### config.mk
export PLATFORM = sky130hd
export DESIGN_NAME = limit_role_top
export DESIGN_NICKNAME = d
export VERILOG_FILES = /design/src/verilog/limit_pkg.sv /design/src/verilog/limit_debounce.sv /design/src/verilog/limit_role_top.sv
export VERILOG_INCLUDE_DIRS = /design/src /design/src/verilog
export SDC_FILE = /design/constraint.sdc
export NUM_CORES = 1
export LEC_CHECK = 0
export BUFFER_PORTS_ARGS = -buffer_cell sky130_fd_sc_hd__buf_2
export CAP_MARGIN = 10
export CORE_UTILIZATION = 40
export CTS_BUF_LIST = sky130_fd_sc_hd__clkbuf_4 sky130_fd_sc_hd__clkbuf_8 sky130_fd_sc_hd__clkbuf_16
export DETAILED_ROUTE_END_ITERATION = 8
export GPL_TIMING_DRIVEN = 0
export HOLD_SLACK_MARGIN = 0.1
export PLACE_DENSITY = 0.65
export RECOVER_POWER = 50
export SKIP_LAST_GASP = 1
export SYNTH_ARGS = -nofsm -noshare
export SYNTH_HDL_FRONTEND = slang
export SYNTH_SLANG_ARGS = --single-unit
### constraint.sdc
create_clock -name core_clk_in -period 8.58 [get_ports core_clk_in]
set_clock_uncertainty 0.15 [all_clocks]
set_input_delay 1.716 -clock core_clk_in [delete_from_list [all_inputs] [get_ports core_clk_in]]
set_output_delay 1.716 -clock core_clk_in [all_outputs]
set_load 0.01 [all_outputs]
### src/verilog/limit_consts.svh
// offsets, field positions, reset values and timing figures of the limit block
`ifndef LIMIT_CONSTS_SVH
`define LIMIT_CONSTS_SVH

`define LIM_CFG_OFS        12'h080
`define LIM_MODE_OFS       12'h084
`define LIM_STATUS_OFS     12'h088
`define LIM_IRQ_STAT_OFS   12'h08C
`define LIM_IRQ_MASK_OFS   12'h090

`define LIM_CFG_TRIG_LSB   0
`define LIM_MODE_SEL_LSB   0
`define LIM_CFG_RST        2'h0
`define LIM_MODE_RST       3'h0
`define LIM_IRQ_MASK_RST   3'h0

`define LIM_IRQ_FWD_BIT    0
`define LIM_IRQ_REV_BIT    1
`define LIM_IRQ_ESTOP_BIT  2

`define LIM_CLK_PERIOD_NS  8
`define LIM_DEBOUNCE_NS    2000
`define LIM_PAUSE_MS       50

`endif

### src/verilog/limit_pkg.sv
// types shared by the limit switch and input role logic
package limit_pkg;
    // trigger polarity and style of both limit inputs
    typedef enum logic [1:0] {
        TRIG_LOW_LEVEL,
        TRIG_HIGH_LEVEL,
        TRIG_FALL_EDGE,
        TRIG_RISE_EDGE
    } trig_mode_e;

    // role assignment of the three general inputs
    typedef enum logic [2:0] {
        MODE_SINGLE_SPEED,
        MODE_SINGLE_POS,
        MODE_DUAL_IND_SPEED,
        MODE_DUAL_IND_POS,
        MODE_DUAL_COORD,
        MODE_ANALOG_LEVEL
    } ctrl_mode_e;
endpackage : limit_pkg

### src/verilog/limit_debounce.sv
// three-flop synchroniser and stability filter for one switch pin
`timescale 1ns/1ns
`default_nettype none
`include "limit_consts.svh"

module limit_debounce #(
    parameter int   DEB_CYC = (`LIM_DEBOUNCE_NS + `LIM_CLK_PERIOD_NS - 1) / `LIM_CLK_PERIOD_NS,
    parameter logic INIT    = 1'b1
) (
    input  wire logic core_clk_in,
    input  wire logic rst_in,
    input  wire logic pin_in,
    output logic      level_out
);
    localparam int DW = $clog2(DEB_CYC + 1);

    logic [2:0]    sync_ff;
    logic [DW-1:0] cnt_ff;
    logic          level_ff;
    logic          agree;

    if (DEB_CYC < 1) begin : g_bad_deb
        $error("DEB_CYC must be at least one");
    end

    // the first flop feeds only the second
    always_ff @(posedge core_clk_in) begin
        if (rst_in) begin
            sync_ff <= {3{INIT}};
        end else begin
            sync_ff <= {sync_ff[1:0], pin_in};
        end
    end

    assign agree = (sync_ff[1] == sync_ff[2]);

    // new level must hold for the whole window, bounce restarts it
    always_ff @(posedge core_clk_in) begin
        if (rst_in) begin
            cnt_ff   <= '0;
            level_ff <= INIT;
        end else if (agree && (sync_ff[2] != level_ff)) begin
            if (cnt_ff == DW'(DEB_CYC - 1)) begin
                cnt_ff   <= '0;
                level_ff <= sync_ff[2];
            end else begin
                cnt_ff <= cnt_ff + DW'(1);
            end
        end else begin
            cnt_ff <= '0;
        end
    end

    assign level_out = level_ff;
endmodule : limit_debounce

`default_nettype wire

### src/verilog/limit_role_top.sv
// limit switch evaluation, input role decode and apb register file
//
// Our own choices: the placing of the registers and the APB interface to the registers.
`timescale 1ns/1ns
`default_nettype none
`include "limit_consts.svh"

module limit_role_top #(
    parameter int W         = 12,
    parameter int PAUSE_CYC = (`LIM_PAUSE_MS * 1000000 + `LIM_CLK_PERIOD_NS - 1) / `LIM_CLK_PERIOD_NS,
    parameter int DEB_CYC   = (`LIM_DEBOUNCE_NS + `LIM_CLK_PERIOD_NS - 1) / `LIM_CLK_PERIOD_NS
) (
    input  wire logic                 core_clk_in,
    input  wire logic                 rst_in,
    input  wire logic [11:0]          paddr_in,
    input  wire logic                 psel_in,
    input  wire logic                 penable_in,
    input  wire logic                 pwrite_in,
    input  wire logic [31:0]          pwdata_in,
    input  wire logic [3:0]           pstrb_in,
    output logic [31:0]               prdata_out,
    output logic                      pready_out,
    output logic                      pslverr_out,
    output logic                      irq_out,
    input  wire logic                 fwd_limit_in,
    input  wire logic                 rev_limit_in,
    input  wire logic [W-1:0]         ctrl_in_a,
    input  wire logic [W-1:0]         ctrl_in_b,
    input  wire logic                 ctrl_in_c,
    input  wire logic                 pos_fwd_req_in,
    input  wire logic                 pos_rev_req_in,
    input  wire logic                 fault_in,
    output logic                      drive_fwd_out,
    output logic                      drive_rev_out,
    output logic [W-1:0]              speed_out,
    output logic [W-1:0]              target_pos_out,
    output logic                      latch_out,
    output logic                      estop_out,
    output logic                      aux_supply_or_fault_out,
    output limit_pkg::trig_mode_e     trig_mode_out,
    output limit_pkg::ctrl_mode_e     active_mode_out
);
    import limit_pkg::*;

    localparam int CW = $clog2(PAUSE_CYC + 1);

    if (W < 2 || W > 32) begin : g_bad_w
        $error("W must lie between 2 and 32");
    end
    if (PAUSE_CYC < 2) begin : g_bad_pause
        $error("PAUSE_CYC must be at least two");
    end

    // level styles stop while active and through the pause after release, edge styles stop while active and latch a hold, with no pause
    function automatic logic is_level(input trig_mode_e t);
        return (t == TRIG_LOW_LEVEL) || (t == TRIG_HIGH_LEVEL);
    endfunction : is_level

    // switch counts as tripped at high for the high and rising styles
    function automatic logic lim_active(input trig_mode_e t, input logic lvl);
        return ((t == TRIG_HIGH_LEVEL) || (t == TRIG_RISE_EDGE)) ? lvl : ~lvl;
    endfunction : lim_active

    trig_mode_e     cfg_ff;
    ctrl_mode_e     mode_ff;
    logic [2:0]     irq_stat_ff;
    logic [2:0]     irq_mask_ff;
    logic           ack_ff;
    logic [31:0]    prdata_ff;
    logic [2:0]     deb;
    logic [1:0]     active;
    logic [1:0]     act_prev_ff;
    logic [1:0]     enter;
    logic [1:0]     leave;
    logic [1:0]     hold_ff;
    logic [CW-1:0]  pause_cnt_ff [2];
    logic [1:0]     pausing;
    logic [1:0]     blk;
    logic           want_fwd;
    logic           want_rev;
    logic [W-1:0]   nxt_speed;
    logic [W-1:0]   nxt_pos;
    logic           nxt_latch;
    logic           nxt_estop;
    logic           nxt_aux;
    logic           b_hi;
    logic [W-1:0]   coord_mag;
    logic           drive_fwd_ff;
    logic           drive_rev_ff;
    logic [W-1:0]   speed_ff;
    logic [W-1:0]   pos_ff;
    logic           latch_ff;
    logic           estop_ff;
    logic           aux_ff;
    logic           estop_prev_ff;
    logic [2:0]     irq_ev;
    logic           acc;
    logic           wr_en;
    logic           addr_ok;
    logic [31:0]    rd_mux;

    // limits idle high through their pull-ups, the stop input idles low
    for (genvar i = 0; i < 3; i++) begin : g_deb
        limit_debounce #(
            .DEB_CYC (DEB_CYC),
            .INIT    ((i == 2) ? 1'b0 : 1'b1)
        ) u_deb (
            .core_clk_in (core_clk_in),
            .rst_in      (rst_in),
            .pin_in      ((i == 0) ? fwd_limit_in : ((i == 1) ? rev_limit_in : ctrl_in_c)),
            .level_out   (deb[i])
        );
    end

    // ------------------------------------------------------------ apb slave
    // one wait state so read data can come from a flop
    assign acc     = psel_in && penable_in;
    assign wr_en   = acc && ack_ff && pwrite_in && pstrb_in[0];
    assign addr_ok = (paddr_in == `LIM_CFG_OFS) || (paddr_in == `LIM_MODE_OFS) ||
                     (paddr_in == `LIM_STATUS_OFS) || (paddr_in == `LIM_IRQ_STAT_OFS) ||
                     (paddr_in == `LIM_IRQ_MASK_OFS);

    // read mux, unmapped words read zero
    always_comb begin
        rd_mux = 32'h0000_0000;
        case (paddr_in)
            `LIM_CFG_OFS:      rd_mux[1:0] = cfg_ff;
            `LIM_MODE_OFS:     rd_mux[2:0] = mode_ff;
            `LIM_STATUS_OFS:   rd_mux[7:0] = {estop_ff, drive_rev_ff, drive_fwd_ff, |pausing,
                                              hold_ff, active};
            `LIM_IRQ_STAT_OFS: rd_mux[2:0] = irq_stat_ff;
            `LIM_IRQ_MASK_OFS: rd_mux[2:0] = irq_mask_ff;
            default:           rd_mux = 32'h0000_0000;
        endcase
    end

    // ack alternates so each access phase lasts exactly two cycles
    always_ff @(posedge core_clk_in) begin
        if (rst_in) begin
            ack_ff    <= 1'b0;
            prdata_ff <= 32'h0000_0000;
        end else if (acc && !ack_ff) begin
            ack_ff    <= 1'b1;
            prdata_ff <= rd_mux;
        end else begin
            ack_ff <= 1'b0;
        end
    end

    assign pready_out  = acc && ack_ff;
    assign pslverr_out = acc && ack_ff && !addr_ok;
    assign prdata_out  = prdata_ff;

    // configuration, defaults give normally open switches
    always_ff @(posedge core_clk_in) begin
        if (rst_in) begin
            cfg_ff      <= trig_mode_e'(`LIM_CFG_RST);
            mode_ff     <= ctrl_mode_e'(`LIM_MODE_RST);
            irq_mask_ff <= `LIM_IRQ_MASK_RST;
        end else if (wr_en) begin
            if (paddr_in == `LIM_CFG_OFS) begin
                cfg_ff <= trig_mode_e'(pwdata_in[`LIM_CFG_TRIG_LSB +: 2]);
            end
            if (paddr_in == `LIM_MODE_OFS) begin
                mode_ff <= ctrl_mode_e'(pwdata_in[`LIM_MODE_SEL_LSB +: 3]);
            end
            if (paddr_in == `LIM_IRQ_MASK_OFS) begin
                irq_mask_ff <= pwdata_in[2:0];
            end
        end
    end

    // sticky events, a new event beats a write-one clear
    assign irq_ev[`LIM_IRQ_FWD_BIT]   = enter[0];
    assign irq_ev[`LIM_IRQ_REV_BIT]   = enter[1];
    assign irq_ev[`LIM_IRQ_ESTOP_BIT] = nxt_estop && !estop_prev_ff;

    always_ff @(posedge core_clk_in) begin
        if (rst_in) begin
            irq_stat_ff <= 3'h0;
        end else if (wr_en && (paddr_in == `LIM_IRQ_STAT_OFS)) begin
            irq_stat_ff <= (irq_stat_ff & ~pwdata_in[2:0]) | irq_ev;
        end else begin
            irq_stat_ff <= irq_stat_ff | irq_ev;
        end
    end

    assign irq_out = |(irq_stat_ff & irq_mask_ff);

    // ---------------------------------------------------- limit evaluation
    assign active = {lim_active(cfg_ff, deb[1]), lim_active(cfg_ff, deb[0])};
    assign enter  = active & ~act_prev_ff;
    assign leave  = ~active & act_prev_ff;

    always_ff @(posedge core_clk_in) begin
        if (rst_in) begin
            act_prev_ff   <= 2'h0;
            estop_prev_ff <= 1'b0;
        end else begin
            act_prev_ff   <= active;
            estop_prev_ff <= nxt_estop;
        end
    end

    // pause timer per direction, started when a level trip releases
    for (genvar d = 0; d < 2; d++) begin : g_lim
        always_ff @(posedge core_clk_in) begin
            if (rst_in) begin
                pause_cnt_ff[d] <= '0;
            end else if (!is_level(cfg_ff)) begin
                pause_cnt_ff[d] <= '0;
            end else if (leave[d]) begin
                pause_cnt_ff[d] <= CW'(PAUSE_CYC);
            end else if (pause_cnt_ff[d] != '0) begin
                pause_cnt_ff[d] <= pause_cnt_ff[d] - CW'(1);
            end
        end

        // edge trip latches a hold that only an opposite command or a change to a level style clears
        always_ff @(posedge core_clk_in) begin
            if (rst_in) begin
                hold_ff[d] <= 1'b0;
            end else if (!is_level(cfg_ff) && enter[d]) begin
                hold_ff[d] <= 1'b1;
            end else if (is_level(cfg_ff) || ((d == 0) ? want_rev : want_fwd)) begin
                hold_ff[d] <= 1'b0;
            end
        end

        assign pausing[d] = (pause_cnt_ff[d] != '0);
        // release cycle blocks too, so travel never restarts before the pause
        assign blk[d] = nxt_estop || active[d] || pausing[d] || hold_ff[d] ||
                        (is_level(cfg_ff) && leave[d]);
    end

    // ------------------------------------------------------ role decode
    // digital use of b reads its top bit, a half-scale threshold
    assign b_hi      = ctrl_in_b[W-1];
    assign coord_mag = (ctrl_in_a >= ctrl_in_b) ? (ctrl_in_a - ctrl_in_b) : (ctrl_in_b - ctrl_in_a);

    always_comb begin
        want_fwd  = 1'b0;
        want_rev  = 1'b0;
        nxt_speed = '0;
        nxt_pos   = pos_ff;
        nxt_latch = 1'b0;
        nxt_estop = 1'b0;
        nxt_aux   = 1'b1;
        case (mode_ff)
            MODE_SINGLE_SPEED: begin
                nxt_speed = ctrl_in_a;
                want_fwd  = b_hi && !deb[2];
                want_rev  = deb[2] && !b_hi;
            end
            MODE_SINGLE_POS: begin
                nxt_pos   = ctrl_in_a;
                nxt_latch = b_hi;
                nxt_estop = deb[2];
                want_fwd  = pos_fwd_req_in;
                want_rev  = pos_rev_req_in;
            end
            MODE_DUAL_IND_SPEED: begin
                nxt_speed = deb[2] ? ctrl_in_b : ctrl_in_a;
                want_fwd  = !deb[2];
                want_rev  = deb[2];
            end
            MODE_DUAL_IND_POS: begin
                nxt_pos   = ctrl_in_a;
                nxt_speed = ctrl_in_b;
                nxt_estop = deb[2];
                want_fwd  = pos_fwd_req_in;
                want_rev  = pos_rev_req_in;
            end
            MODE_DUAL_COORD: begin
                nxt_speed = coord_mag;
                nxt_estop = deb[2];
                want_fwd  = (ctrl_in_a > ctrl_in_b);
                want_rev  = (ctrl_in_a < ctrl_in_b);
            end
            MODE_ANALOG_LEVEL: begin
                nxt_speed = ctrl_in_a;
                nxt_aux   = fault_in;
                want_fwd  = !b_hi && !deb[2];
                want_rev  = b_hi && !deb[2];
            end
            default: begin
                want_fwd = 1'b0;
            end
        endcase
    end

    // registered drive and role outputs
    always_ff @(posedge core_clk_in) begin
        if (rst_in) begin
            drive_fwd_ff <= 1'b0;
            drive_rev_ff <= 1'b0;
            speed_ff     <= '0;
            pos_ff       <= '0;
            latch_ff     <= 1'b0;
            estop_ff     <= 1'b0;
            aux_ff       <= 1'b1;
        end else begin
            drive_fwd_ff <= want_fwd && !want_rev && !blk[0];
            drive_rev_ff <= want_rev && !want_fwd && !blk[1];
            speed_ff     <= nxt_speed;
            pos_ff       <= nxt_pos;
            latch_ff     <= nxt_latch;
            estop_ff     <= nxt_estop;
            aux_ff       <= nxt_aux;
        end
    end

    assign drive_fwd_out           = drive_fwd_ff;
    assign drive_rev_out           = drive_rev_ff;
    assign speed_out               = speed_ff;
    assign target_pos_out          = pos_ff;
    assign latch_out               = latch_ff;
    assign estop_out               = estop_ff;
    assign aux_supply_or_fault_out = aux_ff;
    assign trig_mode_out           = cfg_ff;
    assign active_mode_out         = mode_ff;
endmodule : limit_role_top

`default_nettype wire
==> results of run 1 <==
[routing by layer]
metal / GRT usage, % / vias to the layer above
met5: 0 / -
met4: 6.73 / 0
met3: 3.76 / 21
met2: 30.1 / 108
met1: 24.5 / 2876
li1: - / 3189
[registers in the layout (all words and copies together) (netlist names), 8 cells and up]
| name | flops |
|---|---|
| g_deb.u_deb.cnt_ff | 24 |
| g_deb.u_deb.sync_ff | 9 |
| pause_cnt_ff | 46 |
| prdata_out | 8 |
| speed_out | 12 |
| target_pos_out | 12 |
[critical path, cell delays in order]
cell and delay [ns]:
buf_2 0.10, nor4_1 0.26, nand4b_1 0.21, nor2_1 0.45
nor3b_1 0.15, buf_2 0.17
[power by group through the flow]
| stage | registers [mW] | logic [mW] | clock network (mW) |
|---|---|---|---|
| after floorplan | 0.833 | 0.427 | 0 |
| after global placement | 0.843 | 0.524 | 0 |
| after detailed placement | 0.845 | 0.530 | 0 |
| after CTS | 0.833 | 0.534 | 0.692 |
| after global routing | 0.843 | 0.557 | 0.720 |
| final | 0.833 | 0.495 | 0.679 |
[worst paths after layout]
| check | from | end | slack [ns] | cells past startpoint |
|---|---|---|---|---|
| worst max register to register | pause_cnt_ff[1][7]$_SDFFCE_PN0P_ | pause_cnt_ff[1][7]$_SDFFCE_PN0P_ | 5.10 | 6 |
| worst min-delay path | g_deb[0].u_deb.sync_ff[0]$_SDFF_PP1_ | g_deb[0].u_deb.sync_ff[1]$_SDFF_PP1_ | 0.26 | 1 |
| worst min register to register | g_deb[0].u_deb.sync_ff[0]$_SDFF_PP1_ | g_deb[0].u_deb.sync_ff[1]$_SDFF_PP1_ | 0.26 | 1 |
| worst max-delay path | paddr_in[9] | pslverr_out | 3.67 | 6 |
[layout by cell type, fill, tap and decap left out, types with 4 or more instances in the layout]
cell	netlist	routed
nand2_1	71	72
or4_1	4	8
mux2_2	8	8
o21ai_0	29	29
dfxtp_1	89	89
o22ai_1	5	5
xnor2_1	45	45
nand2b_1	17	17
xor2_1	17	17
ha_1	32	32
a21oi_1	66	66
nor4_1	10	10
a211oi_1	6	6
conb_1	1	24
a221oi_1	4	4
o211ai_1	8	8
clkbuf_4	0	4
nor2_1	118	119
or2_2	13	13
clkbuf_1	28	72
a22oi_1	9	9
nand4_1	5	6
edfxtp_1	46	46
buf_4	25	25
nand3_1	25	26
nand4b_1	4	4
clkbuf_16	0	18
o21ai_1	10	10
mux2i_1	7	7
inv_1	46	46
buf_2	1	52
nor3_1	15	15
and3_1	5	5
nor2b_1	10	10
or3_1	9	10
clkinv_2	0	5
[stage by stage]
stage | worst slack [ns] | cell area [um2] | hold slack (ns)
after floorplan | 4.12 | 7570 | 0.239
after global placement | 3.64 | 8320 | 0.241
after detailed placement | 3.64 | 8320 | 0.244
after CTS | 3.64 | 8880 | 0.257
after global routing | 3.52 | 8760 | 0.266
final | 3.67 | 8760 | 0.256
[cell type report]
type | count | share of cell area [%]
Multi-Input combinational cell | 633 | 44.1
Clock buffer | 24 | 5.80
Timing Repair Buffer | 94 | 4.77
Sequential cell | 135 | 36.1
Buffer | 56 | 3.48
Clock inverter | 8 | 0.557
Inverter | 46 | 1.97
Tap cell | 229 | 3.27
[cell families (layout without fill, tap and decap cells)]
group,after synthesis,after routing,share of synthesized area [%]
XOR/XNOR,62,62,7.26
AO/OA/AOI/OAI,169,169,13.9
AND/OR/NAND/NOR,329,329,21.9
flip-flops,135,135,42.3
other,1,24,0.0501
buffers and inverters,102,228,6.59
multiplexers,15,15,2.14
adder cells (fa/ha/maj),34,34,5.88
==> qor.yml, run 1 <==
io_buffers: 93
cts_buffers: 17
rsz0062_at_grt: "false"
drt_iter0_markers: 396
multi_input_area_um2: 3860
yosys_warnings: 0
yosysMostFrequentCell: "nor2_1"
wirelength_mm: 17.5
die_h_um: 139
antenna_cells: 0
met3_length_um: 682
wl_per_cell_um: 14.3
placementRows: 49
synthCells: 847
htree_levels: 4
clock_latency_ns: 0.42
syn_avg_cell_area_um2: 8.84
pwr-share-clk_pct: 33.8
min_path_type: "reg -> reg"
post_cts_buffers: 0
final_max_slew_viol_count: 0
stdcell_count: 1225
dp_hpwl_mm: 13.1
synth.area.top_cells: "dfxtp_1 24%, edfxtp_1 18%, nor2_1 5.9%"
tns_ns: 0
max_slew_margin_pct: 21.4
cts.sinks: 135
status: "complete, but fails checks"
nFillCells: 1777
finalSetupViolCount: 0
overflow: 0
holdBufCountCts: 0
critPathLaunchType: "input pin"
ys_seq_area_share_pct: 42.3
synth_edf_count: 46
via_per_inst: 5.06
p_seq_share_pct: 41.5
top_layer: "met4"
dp.cells: 1192
power_density_nw_per_um2: 229
ios: 152
crit_path_end_kind: "primary output"
routedLengthMet1_mm: 8.41
ctsResizeCount: 0
ant_nets: 0
p_leak_nw: 3.55
cts_tree: "built"
yosys.area.top_type: "dfxtp_1"
worst_slew_pin_slew_ns: 1.16
start_util_pct: 41.2
grt_max_degree: 24
synth-seq-cells: 135
vias: 6194
critPathKind: "in -> out"
max_clock_freq_mhz: 204
antenna_found_initial: 0
synth_top_area_share_pct: 23.8
p_sw_share_pct: 30.5
cp_data_required_time_ns: 6.71
synth_common_cells: "118 x nor2_1, 89 x dfxtp_1, 71 x nand2_1"
final_util_pct: 48.3
ys.flop_type: "dfxtp_1"
route.met2.wl_mm: 8.16
grt_pass1_wl_mm: 28.4
fin_crit_sh_pct: 57.2
p_int_mw: 1.39
hold_violations: 0
seq_area_um2: 3160
clockRootBuffer: "clkbuf_16"
drive_gt1_share_pct: 13.7
grt_use_total_pct: 18.6
firstDrtPassIters: 7
peakVddDrop_mv: 0.148
route.detailed.drc: 6
grt_pass1_vias: 5732
power_switching_mw: 0.613
synth.distinct_cells: 65
critPathMaxFanout: 8
dieWidth_um: 139
violations: "design-rule violations"
power_mw: 2.01
crit_arrival_ns: 3.04
gp_congestion: 0.893
layout_min_cycle_time_ns: 4.91
clock_path_buffers: 2
synthArstFlopShare_pct: 0
core_area_um2: 18100
nNetsFinal: 1100
synth_area_um2: 7480
maxCapViolations: 0
combPwrFrac_pct: 24.7
dieArea_um2: 19300
clkTransAtPathRegs_ns: 0.05
areaGrowthSynthToFinish_pct: 17.1
(Power assumes the default switching activity.)
==> run 2: changes to the inputs <==
clock period = 4.7 ns   (was 8.58 ns; I/O delays follow)
==> qor.yml, run 2 (synthesis results as in run 1) <==
status: "complete, but fails checks"
violations: "design-rule violations"
tns_ns: 0  # unchanged
endpoint: "speed_out[10]$_SDFF_PP0_"
gp_congestion: 0.893  # unchanged
die_h_um: 139  # unchanged
critPathLaunchType: "input pin"
cpPeakStageDelay_ns: 0.38  # -0.07 ns
clockRootBuffer: "clkbuf_16"
crit_path_cell_trace: "buf_2 -> inv_1 -> ha_1 -> inv_1 -> fa_1 -> a21oi_1 -> o21ai_0 -> a21oi_1 -> o211ai_2 -> buf_4 -> o41a_1 -> a221oi_1 -> o311ai_0"
p_sw_share_pct: 30.7  # +0.15 points
critPathMaxFanout: 10  # +2
pwr-share-clk_pct: 33.3  # -0.5 points
grt_max_degree: 24  # unchanged
areaGrowthSynthToFinish_pct: 17.9
crit_start: "ctrl_in_a[0]"
seq_area_um2: 3160  # unchanged
final_cell_mix: "119 x nor2_1, 89 x dfxtp_1, 73 x clkbuf_1"
clock_path_buffers: 2  # unchanged
p_int_mw: 2.58  # +85%
cts_tree: "built"
route.detailed.drc: 5  # -1
dieArea_um2: 19300  # unchanged
top_regs: "pause_cnt_ff x46, g_deb.u_deb.cnt_ff x24"
max_clock_freq_mhz: 274
largest_reg_flops: 46  # unchanged
final_max_slew_viol_count: 0  # unchanged
p_leak_nw: 3.55  # +0.24%
antenna_cells: 0  # unchanged
ios: 152  # unchanged
fin_crit_sh_pct: 77.5
rsz0062_at_grt: "false"
reg2reg_from: "pause_cnt_ff[1][7]$_SDFFCE_PN0P_"
crit_family: "compound AO/OA/AOI/OAI gates"
vias: 6194  # unchanged
regMostFlops: "pause_cnt_ff"
clkTransAtPathRegs_ns: 0.05  # about the same
core_area_um2: 18100  # unchanged
dp_hpwl_mm: 13.1  # unchanged
rr_endpoint: "pause_cnt_ff[1][7]$_SDFFCE_PN0P_"
combPwrFrac_pct: 25.8  # +1.1 points
maxCapViolations: 0  # unchanged
antenna_found_initial: 0  # unchanged
critPathKind: "in -> reg"
placedInstanceArea_um2: 8320  # unchanged
finalSetupViolCount: 0  # unchanged
ctsResizeCount: 0  # unchanged
grt_pass1_vias: 5732  # unchanged
htree_levels: 4  # unchanged
holdBufCountCts: 0  # unchanged
cp_data_required_time_ns: 4.80  # -1.91 ns
nFillCells: 1771  # -0.34%
max_slew_margin_pct: 19.4  # -2.0 points
clock_latency_ns: 0.42  # about the same
hold_violations: 0  # unchanged
worst_slew_pin_slew_ns: 1.19  # +0.0289 ns
overflow: 0  # unchanged
cp.depth: 13  # +7
grt_pass1_wl_mm: 28.4  # unchanged
cts.sinks: 135  # unchanged
via_per_inst: 5.06  # unchanged
placementRows: 49  # unchanged
power_switching_mw: 1.14  # +86%
cts_buffers: 17  # unchanged
peakVddDrop_mv: 0.272  # +83%
layout_min_cycle_time_ns: 3.64
final_common_cell: "nor2_1"
multi_input_area_um2: 3910  # +1.2%
min_path_type: "reg -> reg"
start_util_pct: 41.2  # unchanged
cp_slowest_cell: "fa_1"
dieWidth_um: 139  # unchanged
post_cts_buffers: 0  # unchanged
io_buffers: 93  # unchanged
power_density_nw_per_um2: 422  # +84%
firstDrtPassIters: 7  # unchanged
nNetsFinal: 1100  # unchanged
grt_use_total_pct: 18.6  # unchanged
crit_path_end_kind: "register"
p_seq_share_pct: 40.9  # -0.6 points
r2r_slack_ns: 1.31  # -3.79 ns
wirelength_mm: 17.6  # +0.15%
final_area_um2: 8820  # +0.66%
wl_per_cell_um: 14.3  # +0.15%
crit_arrival_ns: 3.74  # +0.70 ns
r2r_cells: 6  # unchanged
drt_iter0_markers: 378  # -4.5%
ant_nets: 0  # unchanged
drive_gt1_share_pct: 14.4  # +0.70 points
cp_num_buf_inv: 4  # +2
-- run 2: area by class of cell --
class	instances	share of cell area (%)
clock inverters	8	0.553
plain buffers	56	3.63
inverters	46	1.96
multi-input cells	633	44.3
clock buffers	24	5.76
well taps	229	3.25
flip-flops and latches	135	35.9
repair buffers	94	4.70
-- run 2: routing by layer --
layer  part of all wire (%)  track usage [%]  vias up
met5                      0                0        -
met4                    1.6             6.73        0
met3                    3.5             3.76       21
met2                     46             30.1      110
met1                     48             24.5     2876
li1                       -                -     3187
-- run 2: metrics by stage --
| step | utilization, % | power (mW) | std cells | hold slack (ns) | setup slack, ns |
|---|---|---|---|---|---|
| floorplan | - | 2.30 | 870 | 0.239 | 1.28 |
| global placement | 45.9 | 2.50 | 1192 | 0.241 | 0.681 |
| detailed placement | 45.9 | 2.51 | 1192 | 0.244 | 0.676 |
| CTS | 48.9 | 3.76 | 1224 | 0.257 | 1.11 |
| global route | 48.6 | 3.93 | 1225 | 0.266 | 0.887 |
| finish | 48.6 | 3.72 | 1225 | 0.256 | 1.06 |
-- run 2: how the worst min path moves through the flow --
stage | startpoint | slack, ns | depth (start not counted) | endpoint
2_1_floorplan | g_deb[0].u_deb.sync_ff[0]$_SDFF_PP1_ | 0.24 | 1 | g_deb[0].u_deb.sync_ff[1]$_SDFF_PP1_
3_3_place_gp | g_deb[1].u_deb.sync_ff[0]$_SDFF_PP1_ | 0.24 | 1 | g_deb[1].u_deb.sync_ff[1]$_SDFF_PP1_
3_5_place_dp | g_deb[0].u_deb.sync_ff[0]$_SDFF_PP1_ | 0.24 | 1 | g_deb[0].u_deb.sync_ff[1]$_SDFF_PP1_
4_1_cts | g_deb[0].u_deb.sync_ff[0]$_SDFF_PP1_ | 0.26 | 1 | g_deb[0].u_deb.sync_ff[1]$_SDFF_PP1_
5_1_grt | g_deb[0].u_deb.sync_ff[0]$_SDFF_PP1_ | 0.27 | 1 | g_deb[0].u_deb.sync_ff[1]$_SDFF_PP1_
6_report | g_deb[0].u_deb.sync_ff[0]$_SDFF_PP1_ | 0.26 | 1 | g_deb[0].u_deb.sync_ff[1]$_SDFF_PP1_
-- run 2: worst reg2reg max path, cell delays in order (launching register included) --
cell and delay (ns):
edfxtp_1 0.45, or3_4 0.41, or4_4 0.43, nor2_1 0.30, nand3_4 0.15, nor4_1 0.36, nand2_1 0.65
-- run 2: power by group through the flow --
stage / clock network (mW) / logic (mW) / registers (mW)
finish: 1.24 / 0.959 / 1.52
CTS: 1.26 / 0.975 / 1.52
floorplan: 0 / 0.780 / 1.52
global placement: 0 / 0.957 / 1.54
global route: 1.31 / 1.07 / 1.54
detailed placement: 0 / 0.968 / 1.54
==> run 3: changes to the inputs <==
ABC_AREA = 1   (was not set)
clock period = 3.8 ns   (was 4.7 ns; I/O delays follow)
==> qor.yml, run 3 <==
status: "finished clean"
placementRows: 51  # +4.1%
cts_buffers: 17  # unchanged
final_max_slew_viol_count: 0  # unchanged
grt_pass1_wl_mm: 33.3  # +17%
synthXorXnorAreaFrac_pct: 3.88  # -3.4 points
dieArea_um2: 20900  # +8.4%
final_area_um2: 9520  # +7.9%
clock_path_buffers: 2  # unchanged
tns_ns: 0  # unchanged
max_slew_margin_pct: 23.1  # +3.7 points
holdBufCountCts: 0  # unchanged
areaGrowthSynthToFinish_pct: 17.2
final_util_pct: 48.4  # -0.17 points
cts.sinks: 135  # unchanged
cts_tree: "built"
synthCells: 1124  # +33%
synthSimpleGateAreaFrac_pct: 28.6  # +6.6 points
via_per_inst: 4.87  # -3.6%
yosys.area.top_type: "dfxtp_1"
r2r_slack_ns: 0.66  # -0.65 ns
reg2reg_from: "pause_cnt_ff[1][0]$_SDFFCE_PN0P_"
dieWidth_um: 144  # +4.1%
yosysMostFrequentCell: "nand2_1"
wirelength_mm: 20.6  # +17%
largest_reg_flops: 46  # unchanged
worstHoldStart: "g_deb[2].u_deb.sync_ff[0]$_SDFF_PP0_"
synth_top_family_by_area: "simple AND/OR/NAND/NOR gates"
synth.area.top_cells: "dfxtp_1 22%, edfxtp_1 17%, nand2_1 12%"
pre_cts_ws_ns: 0.626  # -0.0501 ns
placedInstanceArea_um2: 9010  # +8.3%
vias: 7499  # +21%
dp_hpwl_mm: 15.5  # +19%
grt_use_total_pct: 20.6  # +2.0 points
ctsResizeCount: 0  # unchanged
synth_area_um2: 8120  # +8.5%
hold_end: "g_deb[2].u_deb.sync_ff[1]$_SDFF_PP0_"
clock_latency_ns: 0.42  # about the same
firstDrtPassIters: 5  # -2
nNetsFinal: 1378  # +25%
fin_crit_sh_pct: 82.5
crit_path_end_kind: "register"
hold_violations: 0  # unchanged
power_density_nw_per_um2: 492  # +17%
crit_arrival_ns: 2.84  # -0.90 ns
start_util_pct: 41.3  # +0.079 points
min_path_type: "reg -> reg"
rr_endpoint: "pause_cnt_ff[1][16]$_SDFFCE_PN0P_"
top_regs: "pause_cnt_ff x46, g_deb.u_deb.cnt_ff x24"
htree_levels: 4  # unchanged
critPathKind: "reg -> reg"
ios: 152  # unchanged
synth-seq-cells: 135  # unchanged
synthMuxAreaShare_pct: 0  # -2.1 points
core_area_um2: 19700  # +8.3%
die_h_um: 144  # +4.1%
grt_max_degree: 24  # unchanged
io_buffers: 95  # +2.2%
cp_data_required_time_ns: 3.51  # -1.29 ns
r2r_cells: 10  # +4
post_cts_buffers: 0  # unchanged
max_clock_freq_mhz: 319
yosys_warnings: 0  # unchanged
maxCapViolations: 0  # unchanged
finalSetupViolCount: 0  # unchanged
gp_congestion: 0.914  # +2.4%
ant_nets: 0  # unchanged
regMostFlops: "pause_cnt_ff"
dp.cells: 1507  # +26%
synth_edf_count: 46  # unchanged
drt_iter0_markers: 436  # +15%
hold_path_depth: 2  # +1
final_cell_mix: "252 x nand2_1, 166 x inv_1, 130 x nor2_1"
critPathMaxFanout: 23  # +13
antenna_cells: 0  # unchanged
synth_common_cells: "252 x nand2_1, 166 x inv_1, 129 x nor2_1"
wl_per_cell_um: 13.4  # -6.5%
synth-compound-area-share_pct: 11.3  # -2.6 points
antenna_found_initial: 0  # unchanged
grt_pass1_vias: 6785  # +18%
clockRootBuffer: "clkbuf_16"
synth_top_area_share_pct: 21.9  # -1.9 points
final_common_cell: "nand2_1"
p_leak_nw: 4.52  # +27%
peakVddDrop_mv: 0.337  # +24%
worst_slew_pin_slew_ns: 1.15  # -0.0425 ns
ys_seq_area_share_pct: 38.9  # -3.3 points
synthArstFlopShare_pct: 0  # unchanged
clkTransAtPathRegs_ns: 0.06  # about the same
drive_gt1_share_pct: 11.1  # -3.2 points
syn_avg_cell_area_um2: 7.23  # -18%
overflow: 0  # unchanged
layout_min_cycle_time_ns: 3.14
rsz0062_at_grt: "false"
synthAdderAreaFrac_pct: 5.42  # -0.46 points
critPathLaunchType: "register"
stdcell_count: 1539  # +26%
setup_slack_ns: 0.663  # -0.393 ns
ys.flop_type: "dfxtp_1"
route.detailed.drc: 0  # -5
synth.distinct_cells: 50  # -23%
-- run 3: layout make-up --
type,instances,area (um2)
Inverter,170,638
Clock inverter,12,115
Sequential cell,135,3160
Timing Repair Buffer,95,420
Buffer,43,305
Tap cell,265,332
Fill cell,2035,10100
Clock buffer,20,472
Multi-Input combinational cell,799,4070
-- run 3: worst max-delay path, stage by stage (launching register included) --
cell	delay (ns)
edfxtp_1	0.41
inv_1	0.08
ha_1	0.19
inv_1	0.08
nor2_2	0.14
nand3_2	0.10
nor2_2	0.15
nand3_1	0.13
nor2_2	0.15
nand3_1	0.11
nand3b_1	0.87
-- run 3: power by group --
part / total, mW / switching, mW / internal, mW
Sequential: 1.80 / 0.113 / 1.69
Combinational: 1.22 / 0.760 / 0.462
Clock: 1.66 / 0.687 / 0.974
Total: 4.69 / 1.56 / 3.13
-- run 3: metrics by stage --
stage                     power (mW)  hold WS [ns]
after detailed placement        3.05         0.243
after floorplan                 2.77         0.238
final                           4.69         0.253
after global placement          3.03         0.240
after global routing            4.97         0.262
after CTS                       4.72         0.253
-- run 3: worst max path at each step --
stage                     depth (start not counted)                              from                           endpoint  slack, ns
final                                            10  pause_cnt_ff[1][0]$_SDFFCE_PN0P_  pause_cnt_ff[1][16]$_SDFFCE_PN0P_       0.66
after detailed placement                         10  pause_cnt_ff[1][0]$_SDFFCE_PN0P_   pause_cnt_ff[1][0]$_SDFFCE_PN0P_       0.63
after global placement                           10  pause_cnt_ff[1][0]$_SDFFCE_PN0P_   pause_cnt_ff[1][0]$_SDFFCE_PN0P_       0.67
after CTS                                        10  pause_cnt_ff[1][0]$_SDFFCE_PN0P_  pause_cnt_ff[1][16]$_SDFFCE_PN0P_       0.59
after floorplan                                  10  pause_cnt_ff[1][0]$_SDFFCE_PN0P_   pause_cnt_ff[1][0]$_SDFFCE_PN0P_       1.19
after global routing                             10  pause_cnt_ff[1][0]$_SDFFCE_PN0P_   pause_cnt_ff[1][8]$_SDFFCE_PN0P_       0.27
-- run 3: kinds of logic (layout without fill, tap and decap cells) --
family / count (synthesis) / in the layout
other cells: 1 / 24
flops: 135 / 135
compound gates: 170 / 170
simple gates: 535 / 535
xor+xnor: 36 / 36
buf+inv: 213 / 340
fa+ha+maj: 34 / 34
-- run 3: routing by layer --
layer	share of wire [%]	global-route usage, %	wire (um)	vias to the layer above
met5	0	0	0	-
met4	1.9	7.59	402	0
met3	4.8	4.47	998	26
met2	45	32.1	9320	208
met1	48	27.8	9910	3405
li1	-	-	-	3860
